[src/verilog/gicr_pkg.sv]
// Shared constants for the pin, identification and channel register bank.
package gicr_pkg;
    localparam int ADDR_W = 6;
    localparam int DATA_W = 16;
    localparam int SETUP_W = 3;

    localparam logic [ADDR_W-1:0] PIN_CTRL_ADDR = 6'h06;
    localparam logic [ADDR_W-1:0] ID_ADDR = 6'h07;
    localparam logic [ADDR_W-1:0] CH0_ADDR = 6'h10;

    localparam int PIN1_IN_EN_BIT = 5;
    localparam int PIN0_IN_EN_BIT = 4;
    localparam int PIN1_OUT_EN_BIT = 3;
    localparam int PIN0_OUT_EN_BIT = 2;
    localparam int PIN1_LEVEL_BIT = 1;
    localparam int PIN0_LEVEL_BIT = 0;
    localparam logic [DATA_W-1:0] PIN_CTRL_RESET = 16'h0000;

    localparam int CH_EN_BIT = 15;
    localparam int SETUP_HI = 14;
    localparam int SETUP_LO = 12;
    localparam logic [DATA_W-1:0] CH0_RESET = 16'h8001;
    localparam logic [DATA_W-1:0] CH0_WRITE_MASK = 16'hF3FF;

    // Arbitrary neutral identification value.
    localparam logic [DATA_W-1:0] ID_DEFAULT = 16'h5A3C;
    localparam logic [DATA_W-1:0] READ_ZERO = 16'h0000;
endpackage

[src/verilog/gicr_pin_if.sv]
// Carrier between the register bank and its general-purpose pin cell.
`timescale 1ns/1ps
`default_nettype none
interface gicr_pin_if;
    logic pin0_input_enable;
    logic pin1_input_enable;
    logic pin0_output_enable;
    logic pin1_output_enable;
    logic pin0_level;
    logic pin1_level;
    logic pin0_sampled;
    logic pin1_sampled;

    modport reg_side (
        output pin0_input_enable, pin1_input_enable, pin0_output_enable,
        output pin1_output_enable, pin0_level, pin1_level,
        input pin0_sampled, pin1_sampled
    );
    modport pin_side (
        input pin0_input_enable, pin1_input_enable, pin0_output_enable,
        input pin1_output_enable, pin0_level, pin1_level,
        output pin0_sampled, pin1_sampled
    );
endinterface
`default_nettype wire

[src/verilog/gicr_pin_cell.sv]
// Drivers and input synchronisers for the two general-purpose pins.
`timescale 1ns/1ps
`default_nettype none
module gicr_pin_cell
    import gicr_pkg::*;
(
    // Clock and reset
    input wire logic clk_in,
    input wire logic srst_in,
    // Register side
    gicr_pin_if.pin_side ctl,
    // Pin zero
    input wire logic general_pin_zero_in,
    output logic general_pin_zero_out,
    output logic general_pin_zero_oe_n_out,
    // Pin one
    input wire logic general_pin_one_in,
    output logic general_pin_one_out,
    output logic general_pin_one_oe_n_out
);
    logic [1:0] meta_ff;
    logic [1:0] sync_ff;
    logic [1:0] drive_ff;
    logic [1:0] oe_n_ff;

    // Pins come from outside, so they pass two flip-flops before use.
    always_ff @(posedge clk_in)
    begin
        if (srst_in)
        begin
            meta_ff <= 2'h0;
            sync_ff <= 2'h0;
        end
        else
        begin
            meta_ff <= {general_pin_one_in, general_pin_zero_in};
            sync_ff <= meta_ff;
        end
    end

    // A pin with its output enable clear is left undriven.
    always_ff @(posedge clk_in)
    begin
        if (srst_in)
        begin
            drive_ff <= 2'h0;
            oe_n_ff <= 2'h3;
        end
        else
        begin
            drive_ff <= {ctl.pin1_level, ctl.pin0_level};
            oe_n_ff <= {~ctl.pin1_output_enable, ~ctl.pin0_output_enable};
        end
    end

    assign ctl.pin0_sampled = sync_ff[0];
    assign ctl.pin1_sampled = sync_ff[1];
    assign general_pin_zero_out = drive_ff[0];
    assign general_pin_one_out = drive_ff[1];
    assign general_pin_zero_oe_n_out = oe_n_ff[0];
    assign general_pin_one_oe_n_out = oe_n_ff[1];
endmodule
`default_nettype wire

[src/verilog/gicr_regs.sv]
// Pin control, identification and channel zero registers with channel stepping.
// Operation
// - Pin control bit 4 makes pin zero an input when 1 and resets to 0.
// - Pin control bit 3 turns on the pin one driver when 1 and resets to 0.
// - Pin control bit 2 turns on the pin zero driver when 1 and resets to 0.
// - Pin control bit 1 is the driven level of pin one, or its sampled level as input.
// - Pin control bit 0 is the driven level of pin zero, or its sampled level as input.
// - The register at 0x07 is a read-only 16-bit code naming the converter type.
// - Channel zero configuration is a 16-bit register at 0x10 that resets to 0x8001.
// - Channel zero configuration bit 15 enables channel zero and is set after reset.
// - With two or more channels enabled the device steps through them on its own.
// - Bits 14 to 12 pick one of eight setups by index and reset to zero.
// - The channel being converted uses the setup its index selects.
// - Pin control bit 5 makes pin one an input when 1 and resets to 0.
`timescale 1ns/1ps
`default_nettype none
module gicr_regs
    import gicr_pkg::*;
#(
    parameter int NUM_CH = 8,
    parameter logic [DATA_W-1:0] ID_CODE = ID_DEFAULT
)
(
    // Clock and reset
    input wire logic clk_in,
    input wire logic srst_in,
    // Register port
    input wire logic [ADDR_W-1:0] reg_addr_in,
    input wire logic reg_wr_in,
    input wire logic reg_rd_in,
    input wire logic [DATA_W-1:0] reg_wdata_in,
    output logic [DATA_W-1:0] reg_rdata_out,
    output logic reg_rvalid_out,
    // Other channel registers and conversion timing
    input wire logic [NUM_CH-1:1] other_ch_enable_in,
    input wire logic [SETUP_W*NUM_CH-1:0] ch_setup_in,
    input wire logic conv_done_in,
    // Channel sequencing
    output logic [$clog2(NUM_CH)-1:0] active_ch_out,
    output logic [SETUP_W-1:0] active_setup_out,
    output logic channel_zero_enable_out,
    output logic [SETUP_W-1:0] channel_zero_setup_index_out,
    // General-purpose pins
    input wire logic general_pin_zero_in,
    output logic general_pin_zero_out,
    output logic general_pin_zero_oe_n_out,
    input wire logic general_pin_one_in,
    output logic general_pin_one_out,
    output logic general_pin_one_oe_n_out
);
    localparam int CH_W = $clog2(NUM_CH);

    logic [DATA_W-1:0] pin_ctrl_ff;
    logic [DATA_W-1:0] ch0_cfg_ff;
    logic [DATA_W-1:0] rdata_ff;
    logic rvalid_ff;
    logic [CH_W-1:0] active_ch_ff;
    logic [NUM_CH-1:0] ch_enables;
    logic [DATA_W-1:0] pin_readback;
    logic [DATA_W-1:0] nxt_rdata;

    gicr_pin_if pins ();

    // Returns the next enabled channel after cur, wrapping; cur when none is.
    function automatic logic [CH_W-1:0] next_enabled(
        input logic [NUM_CH-1:0] en,
        input logic [CH_W-1:0] cur
    );
        logic [CH_W-1:0] pick;
        logic found;
        int idx;
        pick = cur;
        found = 1'b0;
        for (int k = 1; k <= NUM_CH; k++)
        begin
            idx = (int'(cur) + k) % NUM_CH;
            if (!found && en[idx])
            begin
                pick = CH_W'(idx);
                found = 1'b1;
            end
        end
        return pick;
    endfunction

    // True when the write strobe targets the given register.
    function automatic logic write_hit(
        input logic wr,
        input logic [ADDR_W-1:0] addr,
        input logic [ADDR_W-1:0] target
    );
        return wr && (addr == target);
    endfunction

    // Pin control: only bits 5..0 exist; the rest read back as zero.
    always_ff @(posedge clk_in)
    begin
        if (srst_in)
        begin
            pin_ctrl_ff <= PIN_CTRL_RESET;
        end
        else if (write_hit(reg_wr_in, reg_addr_in, PIN_CTRL_ADDR))
        begin
            pin_ctrl_ff[PIN1_IN_EN_BIT] <= reg_wdata_in[PIN1_IN_EN_BIT];
            pin_ctrl_ff[PIN0_IN_EN_BIT] <= reg_wdata_in[PIN0_IN_EN_BIT];
            pin_ctrl_ff[PIN1_OUT_EN_BIT] <= reg_wdata_in[PIN1_OUT_EN_BIT];
            pin_ctrl_ff[PIN0_OUT_EN_BIT] <= reg_wdata_in[PIN0_OUT_EN_BIT];
            pin_ctrl_ff[PIN1_LEVEL_BIT] <= reg_wdata_in[PIN1_LEVEL_BIT];
            pin_ctrl_ff[PIN0_LEVEL_BIT] <= reg_wdata_in[PIN0_LEVEL_BIT];
        end
    end

    // Channel zero: reserved bits 11..10 stay zero.
    always_ff @(posedge clk_in)
    begin
        if (srst_in)
        begin
            ch0_cfg_ff <= CH0_RESET;
        end
        else if (write_hit(reg_wr_in, reg_addr_in, CH0_ADDR))
        begin
            ch0_cfg_ff <= reg_wdata_in & CH0_WRITE_MASK;
        end
    end

    assign pins.pin0_input_enable = pin_ctrl_ff[PIN0_IN_EN_BIT];
    assign pins.pin1_input_enable = pin_ctrl_ff[PIN1_IN_EN_BIT];
    assign pins.pin0_output_enable = pin_ctrl_ff[PIN0_OUT_EN_BIT];
    assign pins.pin1_output_enable = pin_ctrl_ff[PIN1_OUT_EN_BIT];
    assign pins.pin0_level = pin_ctrl_ff[PIN0_LEVEL_BIT];
    assign pins.pin1_level = pin_ctrl_ff[PIN1_LEVEL_BIT];

    gicr_pin_cell u_pin_cell (
        .clk_in(clk_in),
        .srst_in(srst_in),
        .ctl(pins.pin_side),
        .general_pin_zero_in(general_pin_zero_in),
        .general_pin_zero_out(general_pin_zero_out),
        .general_pin_zero_oe_n_out(general_pin_zero_oe_n_out),
        .general_pin_one_in(general_pin_one_in),
        .general_pin_one_out(general_pin_one_out),
        .general_pin_one_oe_n_out(general_pin_one_oe_n_out)
    );

    // An input pin reads its sampled level; otherwise the stored data bit.
    always_comb
    begin
        pin_readback = pin_ctrl_ff;
        if (pin_ctrl_ff[PIN0_IN_EN_BIT])
        begin
            pin_readback[PIN0_LEVEL_BIT] = pins.pin0_sampled;
        end
        if (pin_ctrl_ff[PIN1_IN_EN_BIT])
        begin
            pin_readback[PIN1_LEVEL_BIT] = pins.pin1_sampled;
        end
    end

    always_comb
    begin
        case (reg_addr_in)
            PIN_CTRL_ADDR: nxt_rdata = pin_readback;
            ID_ADDR: nxt_rdata = ID_CODE;
            CH0_ADDR: nxt_rdata = ch0_cfg_ff;
            default: nxt_rdata = READ_ZERO;
        endcase
    end

    always_ff @(posedge clk_in)
    begin
        if (srst_in)
        begin
            rdata_ff <= READ_ZERO;
            rvalid_ff <= 1'b0;
        end
        else
        begin
            rvalid_ff <= reg_rd_in;
            if (reg_rd_in)
            begin
                rdata_ff <= nxt_rdata;
            end
        end
    end

    assign ch_enables = {other_ch_enable_in, ch0_cfg_ff[CH_EN_BIT]};

    // Each finished conversion moves on to the next enabled channel.
    always_ff @(posedge clk_in)
    begin
        if (srst_in)
        begin
            active_ch_ff <= '0;
        end
        else if (conv_done_in || !ch_enables[active_ch_ff])
        begin
            active_ch_ff <= next_enabled(ch_enables, active_ch_ff);
        end
    end

    // Channel zero's setup comes from its own field, others from their registers.
    always_comb
    begin
        if (active_ch_ff == '0)
        begin
            active_setup_out = ch0_cfg_ff[SETUP_HI:SETUP_LO];
        end
        else
        begin
            active_setup_out = ch_setup_in[SETUP_W*active_ch_ff +: SETUP_W];
        end
    end

    assign reg_rdata_out = rdata_ff;
    assign reg_rvalid_out = rvalid_ff;
    assign active_ch_out = active_ch_ff;
    assign channel_zero_enable_out = ch0_cfg_ff[CH_EN_BIT];
    assign channel_zero_setup_index_out = ch0_cfg_ff[SETUP_HI:SETUP_LO];
endmodule
`default_nettype wire
[config.mk]
export PLATFORM = sky130hd
export DESIGN_NAME = gicr_regs
export DESIGN_NICKNAME = d
export VERILOG_FILES = /design/src/verilog/gicr_pkg.sv /design/src/verilog/gicr_pin_if.sv /design/src/verilog/gicr_pin_cell.sv /design/src/verilog/gicr_regs.sv
export SDC_FILE = /design/constraint.sdc
export NUM_CORES = 1
export LEC_CHECK = 0
export ABC_CLOCK_PERIOD_IN_PS = 5100
export BUFFER_PORTS_ARGS = -buffer_cell sky130_fd_sc_hd__buf_4
export CAP_MARGIN = 10
export CELL_PAD_IN_SITES_DETAIL_PLACEMENT = 2
export CELL_PAD_IN_SITES_GLOBAL_PLACEMENT = 2
export CORE_MARGIN = 2
export CORE_UTILIZATION = 31
export DETAILED_ROUTE_END_ITERATION = 16
export GPL_ROUTABILITY_DRIVEN = 0
export HOLD_SLACK_MARGIN = 0.12
export PLACE_DENSITY_LB_ADDON = 0.1
export SLEW_MARGIN = 30
export SYNTH_ARGS = -nofsm -noshare
export SYNTH_HDL_FRONTEND = slang
export SYNTH_SLANG_ARGS = --single-unit
[constraint.sdc]
create_clock -name clk_in -period 5.1 [get_ports clk_in]
set_clock_uncertainty 0.05 [all_clocks]
set_input_delay 0.255 -clock clk_in [delete_from_list [all_inputs] [get_ports clk_in]]
set_output_delay 0.255 -clock clk_in [all_outputs]
set_load 0.1 [all_outputs]
* Word-level counts from Yosys, hierarchy flattened
Cells that the tools add are included.
** Word-level totals
- Bits in registers :: 48
- Input bits :: 60
- Output and inout port bits :: 31
- Word-level logic and storage cells :: 129
** Cells by class
- $add $sub $neg :: 8
- Multiply operators :: 1
- Magnitude comparators :: 9
- Eq/ne operators :: 3
- Shifts and indexed selects :: 1
- Multiplexer cells :: 59
- Bitwise operators :: 10
- Reduce and logical (&&, ||, !) cells :: 29
** Operators by type and width (count)
- 16-bit one-hot mux with 3 select lines :: 1
- 4-bit by 5-bit < comparator with 1-bit output (second input constant) :: 8
- 1-bit 2-to-1 mux :: 40
- 1-bit binary-select mux with 3-bit select :: 9
- 3-bit 2-to-1 mux :: 9
- 3-bit OR reduction :: 8
- 24-bit by 6-bit indexed part select with 3-bit output :: 1
- 3-bit adder (second input constant) :: 4
- 6-bit by 3-bit == test with 1-bit output (second input constant) :: 2
- 1-bit logical AND :: 9
- 1-bit bitwise AND (first input constant) :: 8
- 1-bit zero test :: 8
- 8-bit nonzero test :: 1
- 3-bit by 1-bit adder with 3-bit output (second input constant) :: 2
- 3-bit by 2-bit adder with 3-bit output (second input constant) :: 2
- 6-bit by 5-bit == test with 1-bit output (second input constant) :: 1
- 2-bit by 3-bit multiplier with 5-bit output (first input constant) :: 1
- 3-bit by 4-bit < comparator with 1-bit output (second input constant) :: 1
- 3-bit zero test :: 1
- 1-bit inverter :: 2
- 2-bit AND reduction :: 1
- 1-bit logical OR :: 1

* Logic depth before layout (Yosys ltp)
Gate-level depths: netlist of the first run.
- Depth after elaboration :: 43
- Mapped depth :: 11
- Gate-level depth less buffers :: 8

* Hierarchy
A second synthesis of the first run with hierarchy kept.
** Second synthesis, totals
- Cell total of the unflattened synthesis :: 303
- Area, all modules :: 2632.5 µm²
** By module, submodules not included
- gicr_regs :: times used 1, cells each 287, area an instance 2422.3 µm², seq. area each 780.7 µm²
- gicr_pin_cell :: times used 1, cells each 16, area an instance 210.2 µm², seq. area each 160.2 µm²

* Worst setup path before layout of the first run
Ideal clock, no wire load.
- Kind :: reg-to-reg
- Start :: reg active_ch_ff[0] (netlist: active_ch_out[0])
- End :: reg active_ch_ff[0] (netlist: active_ch_out[0])
- Library setup time :: 0.121 ns
- Arrival time :: 3.879 ns
- Data required time :: 4.929 ns
- Slack :: 1.050 ns
- Cell stages (with the launch flop) :: 12
- Buffers on the path :: 3
- Clock period less this slack :: 4.050 ns
- Path through :: dfxtp_1 -> buf_6 -> buf_2 -> inv_2 -> ha_1 -> clkbuf_1 -> mux4_2 -> mux2_4 -> or3_4 -> o32ai_4 -> a221oi_2 -> mux2_4
** On the way
- Cells in the longest elaborated chain, start to end :: 41
- Elaborated cells between the ends (all ways) :: 81
- Classes of those cells :: add/sub: 8; mux: 55; reduce/logical: 18
** RTL lines
- start: declaration :: line gicr_regs.sv:57 : logic [CH_W-1:0] active_ch_ff;
- start signal: assignment :: line gicr_regs.sv:197 : active_ch_ff <= next_enabled(ch_enables, active_ch_ff);
- 3-bit by 1-bit adder with 3-bit output :: line gicr_regs.sv:76 : idx = (int'(cur) + k) % NUM_CH;
- 1-bit binary-select mux with 3-bit select :: line gicr_regs.sv:77 : if (!found && en[idx])
- 1-bit 2-to-1 mux (not written as such) (2 in series) :: line gicr_regs.sv:77
- 1-bit 2-to-1 mux :: line gicr_regs.sv:77
- 1-bit 2-to-1 mux :: line gicr_regs.sv:195 : else if (conv_done_in || !ch_enables[active_ch_ff])
- 1-bit 2-to-1 mux :: line gicr_regs.sv:191 : if (srst_in)
- 1-bit zero test :: line gicr_regs.sv:77
- 1-bit logical AND :: line gicr_regs.sv:77
- [24 not listed]
- 1-bit logical AND :: line gicr_regs.sv:77
- 1-bit 2-to-1 mux :: line gicr_regs.sv:77
- 1-bit 2-to-1 mux :: line gicr_regs.sv:195
- 1-bit 2-to-1 mux :: line gicr_regs.sv:191
- 1-bit zero test :: line gicr_regs.sv:77
- 1-bit logical AND :: line gicr_regs.sv:77
- 8-bit nonzero test (no line)
- 2-bit AND reduction (no line)
Several ways; a longest one is shown, not always the timed one. The select of a mux whose other input is x is not followed.
A chain may end at the register's enable or synchronous reset.

* Worst setup path in the final report of the first run
- Start :: reg active_ch_ff[0] (netlist: active_ch_out[0])
- End :: reg active_ch_ff[2] (netlist: active_ch_out[2])
Same word-level chain as after synthesis.

==> flow_summary.ini, run 1 <==
[global_route]
grt_pass1_vias = 2785
grt.total_usage_pct = 18.5
grt_antenna_before_repair = 0
grt_max_degree = 50
grt_pass1_wl_um = 14400
overflow = 0

[power_and_ir_drop]
powerDensity_nw_per_um2 = 502
vdd_drop_max_uv = 235
p_leak_nw = 1.44

[synthesis]
synth_flop_cell = dfxtp_1
post_synth_num_cell_types = 50
yosysTopAreaCell = dfxtp_1
yosys_warnings = 0
ys_seq_area_share_pct = 34.6
synth_area_um2 = 2720
synth_area_leaders = dfxtp_1, mux4_2, nand2_1, a21oi_1, mux2_2
synth.avg_cell_area_um2 = 8.61
synth_seq_cells = 47
synth.top_cell.area_share_pct = 34.6
synth_edf_count = 0
synthCells = 316
synth_nets = 379
async_reset_ff_share_pct = 0

[worst_setup_path]
path_class = reg2reg
cp.arrival_ns = 3.83
crit_path_end_kind = flip-flop
cp-start-kind = flip-flop
cp.required_ns = 5.25
cp_max_fo = 19

[die]
rows = 34
core-area_um2 = 8640
io_pins = 91
dieArea_um2 = 9540
die_h_um = 97.7
die_x_um = 97.7
initial_core_util_pct = 31.5

[detailed_routing]
ant_nets = 0
drt-total-wl_um = 8720
dr.pass1.iters = 4
drtIter0Drc = 92
wl_per_cell_um = 17.4
vias = 2653
vias_per_cell = 5.28
drc_errors = 0

[sta]
holdWs_ns = 0.148
fmax_mhz = 272
final_max_slew_viol_count = 0
rsz0062_at_grt = no
finalSetupTns_ns = 0
setup_viol = 0
fin_crit_sh_pct = 72.2
finalCriticalPeriod_ns = 3.68
worstMarginPinSlew_ns = 0.824
max_slew_margin_pct = 43.6
worst_slack_ns = 1.42
hold_violations = 0

[clock_tree]
clock_latency_ns = 0.30
clock-sinks = 47
cts_buffer_depth = 2
ctsRootBufferMaster = clkbuf_8
cts_setup_buffers = 0
htreeDepth = 2
cts_made_buffers = 5
clk_pin_slew_ns = 0.09
tritoncts = built
post_cts_resize_count = 0

[finish]
num-nets-final = 456
area_growth_pct = 31.9
seq_area_um2 = 942
fillers = 996
multi_input_area_um2 = 1630
drive_above_1_share_pct = 34.0
diodes = 0

[min_path]
hold_class = in2reg

[run]
maxCapViolations = 0

[placed_design]
hpwl_um = 6400
port_buffers = 87
dp_slack_ns = 1.56

[run_status]
status = finished, final reports clean
[per-layer routing]
layer	up-vias	track usage, %	part of all wire [%]
li1	1272	-	-
met1	1319	25.7	48
met2	56	30.9	47
met3	6	2.88	3.5
met4	0	3.53	0.88
met5	-	0	0
[cell type report]
cell class,count,area share [%]
Clock inverter,2,1.67
Multi-Input combinational cell,237,45.5
Timing Repair Buffer,94,19.9
Sequential cell,47,26.2
Inverter,8,0.837
Clock buffer,6,2.02
Tap cell,108,3.76
[metrics by stage]
| step | cell area (um^2) | power [mW] | utilization, % | std cells |
|---|---|---|---|---|
| 6_report | 3590 | 1.80 | 41.6 | 502 |
| 5_1_grt | 3590 | 1.90 | 41.6 | 502 |
| 4_1_cts | 3590 | 1.82 | 41.6 | 502 |
| 3_5_place_dp | 3420 | 1.48 | 39.6 | 490 |
| 3_3_place_gp | 3420 | 1.46 | 39.6 | 490 |
| 2_1_floorplan | 2720 | 1.25 | - | 316 |
[cell usage after synthesis (all sizes together) (3+ instances only)]
| cell type | n |
|---|---|
| a21oi | 33 |
| mux2i | 4 |
| nor2b | 6 |
| nand2 | 55 |
| mux4 | 14 |
| a221oi | 5 |
| inv | 7 |
| a31oi | 5 |
| ha | 3 |
| clkbuf | 13 |
| nand3 | 12 |
| nor3 | 7 |
| or2 | 3 |
| buf | 11 |
| dfxtp | 47 |
| nor2 | 34 |
| o21ai | 7 |
| mux2 | 16 |
| a211oi | 5 |
| nand2b | 3 |
[registers in the layout (all words and copies together), names as in the netlist]
signal and count:
reg_rdata_out 15, ch0_cfg_ff 14, pin_ctrl_ff 6, active_ch_out 3, u_pin_cell.drive_ff 2, u_pin_cell.meta_ff 2
u_pin_cell.oe_n_ff 2, u_pin_cell.sync_ff 2, reg_rvalid_out 1
[worst max-delay path, cell delays in order (launching register included)]
cell and delay (ns):
dfxtp_1 0.32, buf_4 0.28, inv_2 0.14, ha_1 0.56
mux2_1 0.39, mux2_2 0.29, o32a_1 0.28, a2111oi_0 0.74
o22ai_1 0.20, a221oi_1 0.31
[report_power, final]
part | leakage [nW] | total (mW) | switching (mW) | internal (mW)
sequential | 0.383 | 0.422 | 0.0380 | 0.384
combinational | 0.992 | 1.05 | 0.668 | 0.387
clock | 0.0654 | 0.324 | 0.128 | 0.196
[final timing paths]
check	slack (ns)	end	cells past startpoint	start
setup / recovery	1.42	active_ch_out[2]	9	active_ch_out[0]
hold / removal	0.15	ch0_cfg_ff[9]	3	reg_wdata_in[9]
setup reg to reg	1.42	active_ch_out[2]	9	active_ch_out[0]
hold reg to reg	0.38	u_pin_cell.oe_n_ff[0]	1	pin_ctrl_ff[2]
[repair_timing]
action,in CTS,in global routing
hold buffers,4,0
setup endpoints to repair,0,0
endpoints found under the hold margin,4,0
[cell families after synthesis]
kind of cell | count (synthesis) | synth area share [%]
XOR/XNOR | 2 | 0.644
AND/OR/NAND/NOR | 129 | 21.1
adder cells (fa/ha/maj) | 3 | 1.38
AO/OA/AOI/OAI | 68 | 16.7
flip-flops | 47 | 34.6
multiplexers | 34 | 20.0
other | 1 | 0.138
buffers and inverters | 32 | 5.56
[cells in the final DEF, fill, tap and decap left out, drive strengths merged, types with 2 or more instances in the layout]
master	count
mux4	14
buf	90
inv	7
ha	3
or2	3
mux2i	4
nand3b	2
o21bai	2
nor2b	6
dfxtp	47
nand2	55
or3	2
nor3	7
a221oi	5
o21ai	7
nand2b	3
clkbuf	6
a21oi	33
a211oi	5
and2	2
a21o	2
nor2	34
bufinv	2
nand3	12
mux2	16
a31oi	5
dlygate4sd3	4
Note: power is estimated with default switching activity, not from simulation.
==> run 2: changes to the inputs <==
--- a/config.mk
+++ b/config.mk
@@ -5,13 +5,14 @@
 export SDC_FILE = /design/constraint.sdc
 export NUM_CORES = 1
 export LEC_CHECK = 0
-export ABC_CLOCK_PERIOD_IN_PS = 5100
+export ABC_AREA = 1
+export ABC_CLOCK_PERIOD_IN_PS = 3400
 export BUFFER_PORTS_ARGS = -buffer_cell sky130_fd_sc_hd__buf_4
 export CAP_MARGIN = 10
 export CELL_PAD_IN_SITES_DETAIL_PLACEMENT = 2
 export CELL_PAD_IN_SITES_GLOBAL_PLACEMENT = 2
 export CORE_MARGIN = 2
-export CORE_UTILIZATION = 31
+export CORE_UTILIZATION = 26
 export DETAILED_ROUTE_END_ITERATION = 16
 export GPL_ROUTABILITY_DRIVEN = 0
 export HOLD_SLACK_MARGIN = 0.12
==> constraint.sdc (replaced) <==
create_clock -name clk_in -period 3.4 [get_ports clk_in]
set_clock_uncertainty 0.05 [all_clocks]
set_input_delay 0.17 -clock clk_in [delete_from_list [all_inputs] [get_ports clk_in]]
set_output_delay 0.17 -clock clk_in [all_outputs]
set_load 0.1 [all_outputs]
==> run 2 against run 1 <==
  * Critical path type unchanged
  * Critical endpoint is now active_ch_out[0]
  * Setup slack worse by 0.55 ns
  * Design area hardly changed
  * Clock-buffer cell count stayed put
  * Combinational power is 51% higher
  * Register-to-register slack worse by 0.55 ns
==> flow_summary.ini, run 2 <==
[finish]
final_common_cell = buf_4
seq_area_um2 = 941
final_cell_mix = buf_4, nand2_1, nor2_1
largest_register_ffs = 15
utilization_pct = 37.0
num-nets-final = 545
multi_input_area_um2 = 1390
fillers = 1190
diodes = 0
final_area_um2 = 3590
instances_no_fill = 615
drive_above_1_share_pct = 24.3
area_growth_pct = 39.1

[synthesis]
synth_seq_cells = 47
synth_edf_count = 0
ys_seq_area_share_pct = 36.5
post_synth_num_cell_types = 31
synth_flop_cell = dfxtp_1
synth_area_um2 = 2580
yosysTopAreaCell = dfxtp_1
synth_top_family_by_area = simple AND/OR/NAND/NOR gates
synth_nets = 450
synth.area.mux_share_pct = 0
synth_simple_gate_area_share_pct = 32.8
synth_area_leaders = dfxtp_1, nand2_1, nor2_1, o21ai_0, nand3_1
yosys_warnings = 0
yosysMostFrequentCell = nand2_1
ys_top_cells_by_count = nand2_1, nor2_1, dfxtp_1, inv_1, o21ai_0
synth.avg_cell_area_um2 = 6.66
synth.top_cell.area_share_pct = 36.5
synth-xor-area-share_pct = 0.970
synthCells = 387
async_reset_ff_share_pct = 0
synth_fa_ha_area_share_pct = 1.46
synth_compound_area_share_pct = 18.6

[power_and_ir_drop]
powerDensity_nw_per_um2 = 722
p_leak_nw = 1.72
total_power_mw = 2.59
p_sw_mw = 1.33
combPwrFrac_pct = 61.3
p_seq_share_pct = 23.1
power_switching_share_pct = 51.4
internal-power_mw = 1.26
clockPowerShare_pct = 15.6
vdd_drop_max_uv = 224

[clock_tree]
clock-sinks = 47
htreeDepth = 2
tritoncts = built
clk_pin_slew_ns = 0.09
clock_latency_ns = 0.30
ctsRootBufferMaster = clkbuf_8
cts_made_buffers = 5
cts_buffer_depth = 2

[global_route]
grt_max_degree = 31
grt_pass1_wl_um = 15600
overflow = 0
grt_pass1_vias = 3195
grt_antenna_before_repair = 0
grt.total_usage_pct = 17.7

[worst_setup_path]
cp_max_fo = 14
path_buf_inv = 3
cpMostUsedCell = nand2_1
crit_start = active_ch_out[0]
reg2regPathDepth = 15
r2r-end = active_ch_out[0]
reg2reg_slack_ns = 0.87
cp.required_ns = 3.60
path_class = reg2reg
crit_cells = 15
cp-start-kind = flip-flop
r2r-start = active_ch_out[0]
cp_cell_sequence = inv_2 > ha_1 > inv_1 > nand3_1 > nand2_1 > nand2_1 > nand2_1 > inv_1 > nor3_2 > nand2_1 > nand2_1 > nor2_1 > nand2_1 > nand2_1 > nor2_1
crit_end = active_ch_out[0]
crit_path_max_incr_delay_ns = 0.40
crit_path_top_delay_cell = ha_1
cp.arrival_ns = 2.73
crit_family = simple AND/OR/NAND/NOR gates
crit_path_end_kind = flip-flop

[die]
die_h_um = 104
die_x_um = 104
initial_core_util_pct = 26.6
io_pins = 91
dieArea_um2 = 10700
rows = 36
core-area_um2 = 9680

[sta]
worst_slack_ns = 0.868
rsz0062_at_grt = no
hold_violations = 0
max_slew_margin_pct = 42.6
worstMarginPinSlew_ns = 0.861
fmax_mhz = 395
holdWs_ns = 0.134
final_max_slew_viol_count = 0
fin_crit_sh_pct = 74.5
setup_viol = 0
finalCriticalPeriod_ns = 2.53
finalSetupTns_ns = 0

[placed_design]
port_buffers = 87
dp_slack_ns = 0.855
hpwl_um = 7110
place_inst = 592
place_area_um2 = 3320

[detailed_routing]
vias = 2955
drc_errors = 0
wl_per_cell_um = 15.2
drtIter0Drc = 60
dr.pass1.iters = 4
vias_per_cell = 4.80
ant_nets = 0
drt-total-wl_um = 9350

[run]
maxCapViolations = 0

[min_path]
hold_class = in2reg

[run_status]
status = finished, final reports clean
-- run 2: cell count changes in the layout (fill, tap and decap cells not counted), moves of 12 or more --
cell           change
nand2_1           +35
inv_1             +26
o21ai_0           +24
nor2_1            +22
nand3_1           +18
mux4_2            -14
dlygate4sd3_1     +12
mux2_2            -12
-- run 2: worst reg2reg max path: cells and delay by family, from the launching register on --
| kind | cells | cell delay (ns) |
|---|---|---|
| adders and majority gates | 1 | 0.40 |
| DFF | 1 | 0.33 |
| buffers and inverters | 3 | 0.55 |
| and+or+nand+nor | 11 | 1.14 |
-- run 2: logic make-up (layout without fill, tap and decap cells) --
logic type | count (synthesis) | in the layout
and+or+nand+nor | 197 | 197
xor gates and xnor gates | 2 | 2
AOI/OAI and AO/OA | 81 | 81
other | 1 | 1
adders and majority gates | 3 | 3
DFF | 47 | 47
buffers and inverters | 56 | 151
-- run 2: worst min path at each step --
stage,startpoint,endpoint,slack [ns],depth (start not counted)
after floorplan,general_pin_zero_in,u_pin_cell.meta_ff[0],0.23,2
after global placement,general_pin_one_in,u_pin_cell.meta_ff[1],0.33,3
after detailed placement,general_pin_zero_in,u_pin_cell.meta_ff[0],0.33,3
after CTS,srst_in,reg_rdata_out[2],0.13,2
after global routing,srst_in,reg_rdata_out[2],0.14,2
final,srst_in,reg_rdata_out[12],0.13,2
-- run 2: power by group through the flow --
stage,Combinational [mW],Sequential (mW),Clock (mW)
detailed placement,1.59,0.613,0
finish,1.59,0.599,0.404
CTS,1.61,0.600,0.415
floorplan,1.09,0.732,0
global route,1.76,0.604,0.443
global placement,1.55,0.612,0
-- run 2: final cells by class --
class	count	area share (%)
tap	133	4.64
clock inverter	1	0.837
clock buffer	6	2.02
sequential	47	26.2
timing repair buffer	108	23.7
multi-input combinational	284	38.8
inverter	36	3.77
-- run 2: routing by layer --
metal	GRT usage, %	part of all wire (%)	vias to the layer above
met1	20.0	42	1446
met4	3.96	1.2	0
met3	2.39	2.8	7
li1	-	-	1450
met2	34.9	54	52
met5	0	0	-
-- run 2: timing repair --
item                      CTS  global route
hold endpoints to repair   20             0
setup buffers               0             0
hold buffers               16             0
gates resized for setup     0             0
==> run 3: changes to the inputs <==
--- a/config.mk
+++ b/config.mk
@@ -6,13 +6,13 @@
 export NUM_CORES = 1
 export LEC_CHECK = 0
 export ABC_AREA = 1
-export ABC_CLOCK_PERIOD_IN_PS = 3400
+export ABC_CLOCK_PERIOD_IN_PS = 2300
 export BUFFER_PORTS_ARGS = -buffer_cell sky130_fd_sc_hd__buf_4
 export CAP_MARGIN = 10
 export CELL_PAD_IN_SITES_DETAIL_PLACEMENT = 2
 export CELL_PAD_IN_SITES_GLOBAL_PLACEMENT = 2
 export CORE_MARGIN = 2
-export CORE_UTILIZATION = 26
+export CORE_UTILIZATION = 23
 export DETAILED_ROUTE_END_ITERATION = 16
 export GPL_ROUTABILITY_DRIVEN = 0
 export HOLD_SLACK_MARGIN = 0.12
==> constraint.sdc (replaced) <==
create_clock -name clk_in -period 2.3 [get_ports clk_in]
set_clock_uncertainty 0.05 [all_clocks]
set_input_delay 0.115 -clock clk_in [delete_from_list [all_inputs] [get_ports clk_in]]
set_output_delay 0.115 -clock clk_in [all_outputs]
set_load 0.1 [all_outputs]
==> run 3 against run 2 <==
  * Via count is 0.47% higher
  * Register-to-register slack worse by 0.68 ns
  * Clock-buffer cell count rose by 1
  * Combinational power grew 69%
  * Flip-flop and latch count unchanged
  * Setup slack worse by 0.69 ns
  * Largest cell class unchanged
==> flow_summary.ini, run 3 (same netlist as run 2, synthesis figures left out) <==
[run_status]
status = finished, final reports clean

[clock_tree]
htreeDepth = 2
clock-sinks = 47
clk_pin_slew_ns = 0.09
cts_buffer_depth = 2
tritoncts = built
cts_made_buffers = 5
clock_latency_ns = 0.31
ctsRootBufferMaster = clkbuf_8

[finish]
largest_register_ffs = 15
final_cell_mix = buf_4, nand2_1, nor2_1
fillers = 1316
seq_area_um2 = 952
utilization_pct = 35.2
drive_above_1_share_pct = 29.4
multi_input_area_um2 = 1470
diodes = 0
num-nets-final = 558
area_growth_pct = 48.5
final_common_cell = buf_4
final_area_um2 = 3830

[die]
io_pins = 91
dieArea_um2 = 12100
die_h_um = 110
die_x_um = 110
rows = 38
core-area_um2 = 10900
initial_core_util_pct = 23.7

[worst_setup_path]
reg2regPathDepth = 16
crit_start = active_ch_out[1]
crit_family = compound AO/OA/AOI/OAI gates
cp_max_fo = 6
crit_path_max_incr_delay_ns = 0.39
r2r-start = active_ch_out[1]
cp.required_ns = 2.13
path_class = reg2out
cp_cell_sequence = buf_4 > nand2_1 > inv_1 > a22o_1 > a21oi_1 > nand3_1 > a22o_2 > buf_4
path_buf_inv = 3
cpMostUsedCell = buf_4
cp.arrival_ns = 1.96
crit_path_end_kind = output pin
cp-start-kind = flip-flop
crit_path_top_delay_cell = dfxtp_4
crit_cells = 8

[min_path]
hold_class = in2reg
hold_path_startpoint = reg_wr_in
hold_path_depth = 3

[sta]
finalCriticalPeriod_ns = 2.12
max_slew_margin_pct = 63.7
worst_slack_ns = 0.176
fin_crit_sh_pct = 92.3
fmax_mhz = 471
rsz0062_at_grt = yes
holdWs_ns = 0.267
hold_violations = 0
final_max_slew_viol_count = 0
setup_viol = 0
worstMarginPinSlew_ns = 0.543

[detailed_routing]
dr.pass1.iters = 4
wl_per_cell_um = 15.1
vias = 2969
drtIter0Drc = 64
vias_per_cell = 4.67
drc_errors = 0
drt-total-wl_um = 9600
ant_nets = 0

[global_route]
grt_pass1_vias = 3219
grt_antenna_before_repair = 0
grt_max_degree = 27
grt_pass1_wl_um = 15800
overflow = 0
grt.total_usage_pct = 16.8

[power_and_ir_drop]
powerDensity_nw_per_um2 = 1120
vdd_drop_max_uv = 783
p_leak_nw = 1.82
total_power_mw = 4.28

[placed_design]
place_area_um2 = 3380
port_buffers = 87
dp_slack_ns = 0.00423
hpwl_um = 7230

[run]
maxCapViolations = 0
run 3: path summary, 6_finish.rpt:
kind,endpoint,slack [ns]
max,active_setup_out[1],0.18
min,pin_ctrl_ff[0],0.27
max reg2reg,active_ch_out[1],0.19
min reg2reg,u_pin_cell.sync_ff[1],0.36
run 3: tightest hold or removal path: cells and delay by family:
| kind | cells | cell delay, ns |
|---|---|---|
| simple gates | 1 | 0.24 |
| compound gates | 1 | 0.11 |
| buf+inv | 1 | 0.11 |
run 3: area by class of cell:
class | count | share of cell area, %
inverter | 36 | 3.85
tap | 140 | 4.57
clock buffer | 7 | 2.55
sequential | 47 | 24.9
timing repair buffer | 121 | 25.0
clock inverter | 1 | 0.784
multi-input combinational | 284 | 38.4
run 3: routing by layer:
layer	wire, um	global-route usage [%]
met4	91	4.07
met2	4710	28.7
met5	0	0
met1	4480	21.9
met3	317	2.85
run 3: power by group:
group / internal, mW / switching (mW) / leakage [nW]
Sequential: 0.861 / 0.0532 / 0.384
Combinational: 0.905 / 1.79 / 1.37
Clock: 0.391 / 0.287 / 0.0636
Total: 2.16 / 2.13 / 1.82
run 3: repair_timing:
item,CTS,global route
gates resized for setup,1,18
hold buffers,20,0
pin swaps,0,11
gates cloned,0,0
setup buffers,0,7
endpoints found under the hold margin,42,0
setup endpoints to repair,2,5
run 3: through the flow:
stage | cells | TNS [ns]
finish | 636 | 0
global route | 636 | -0.0279
CTS | 629 | 0
detailed placement | 601 | 0
global placement | 601 | 0
floorplan | 387 | 0
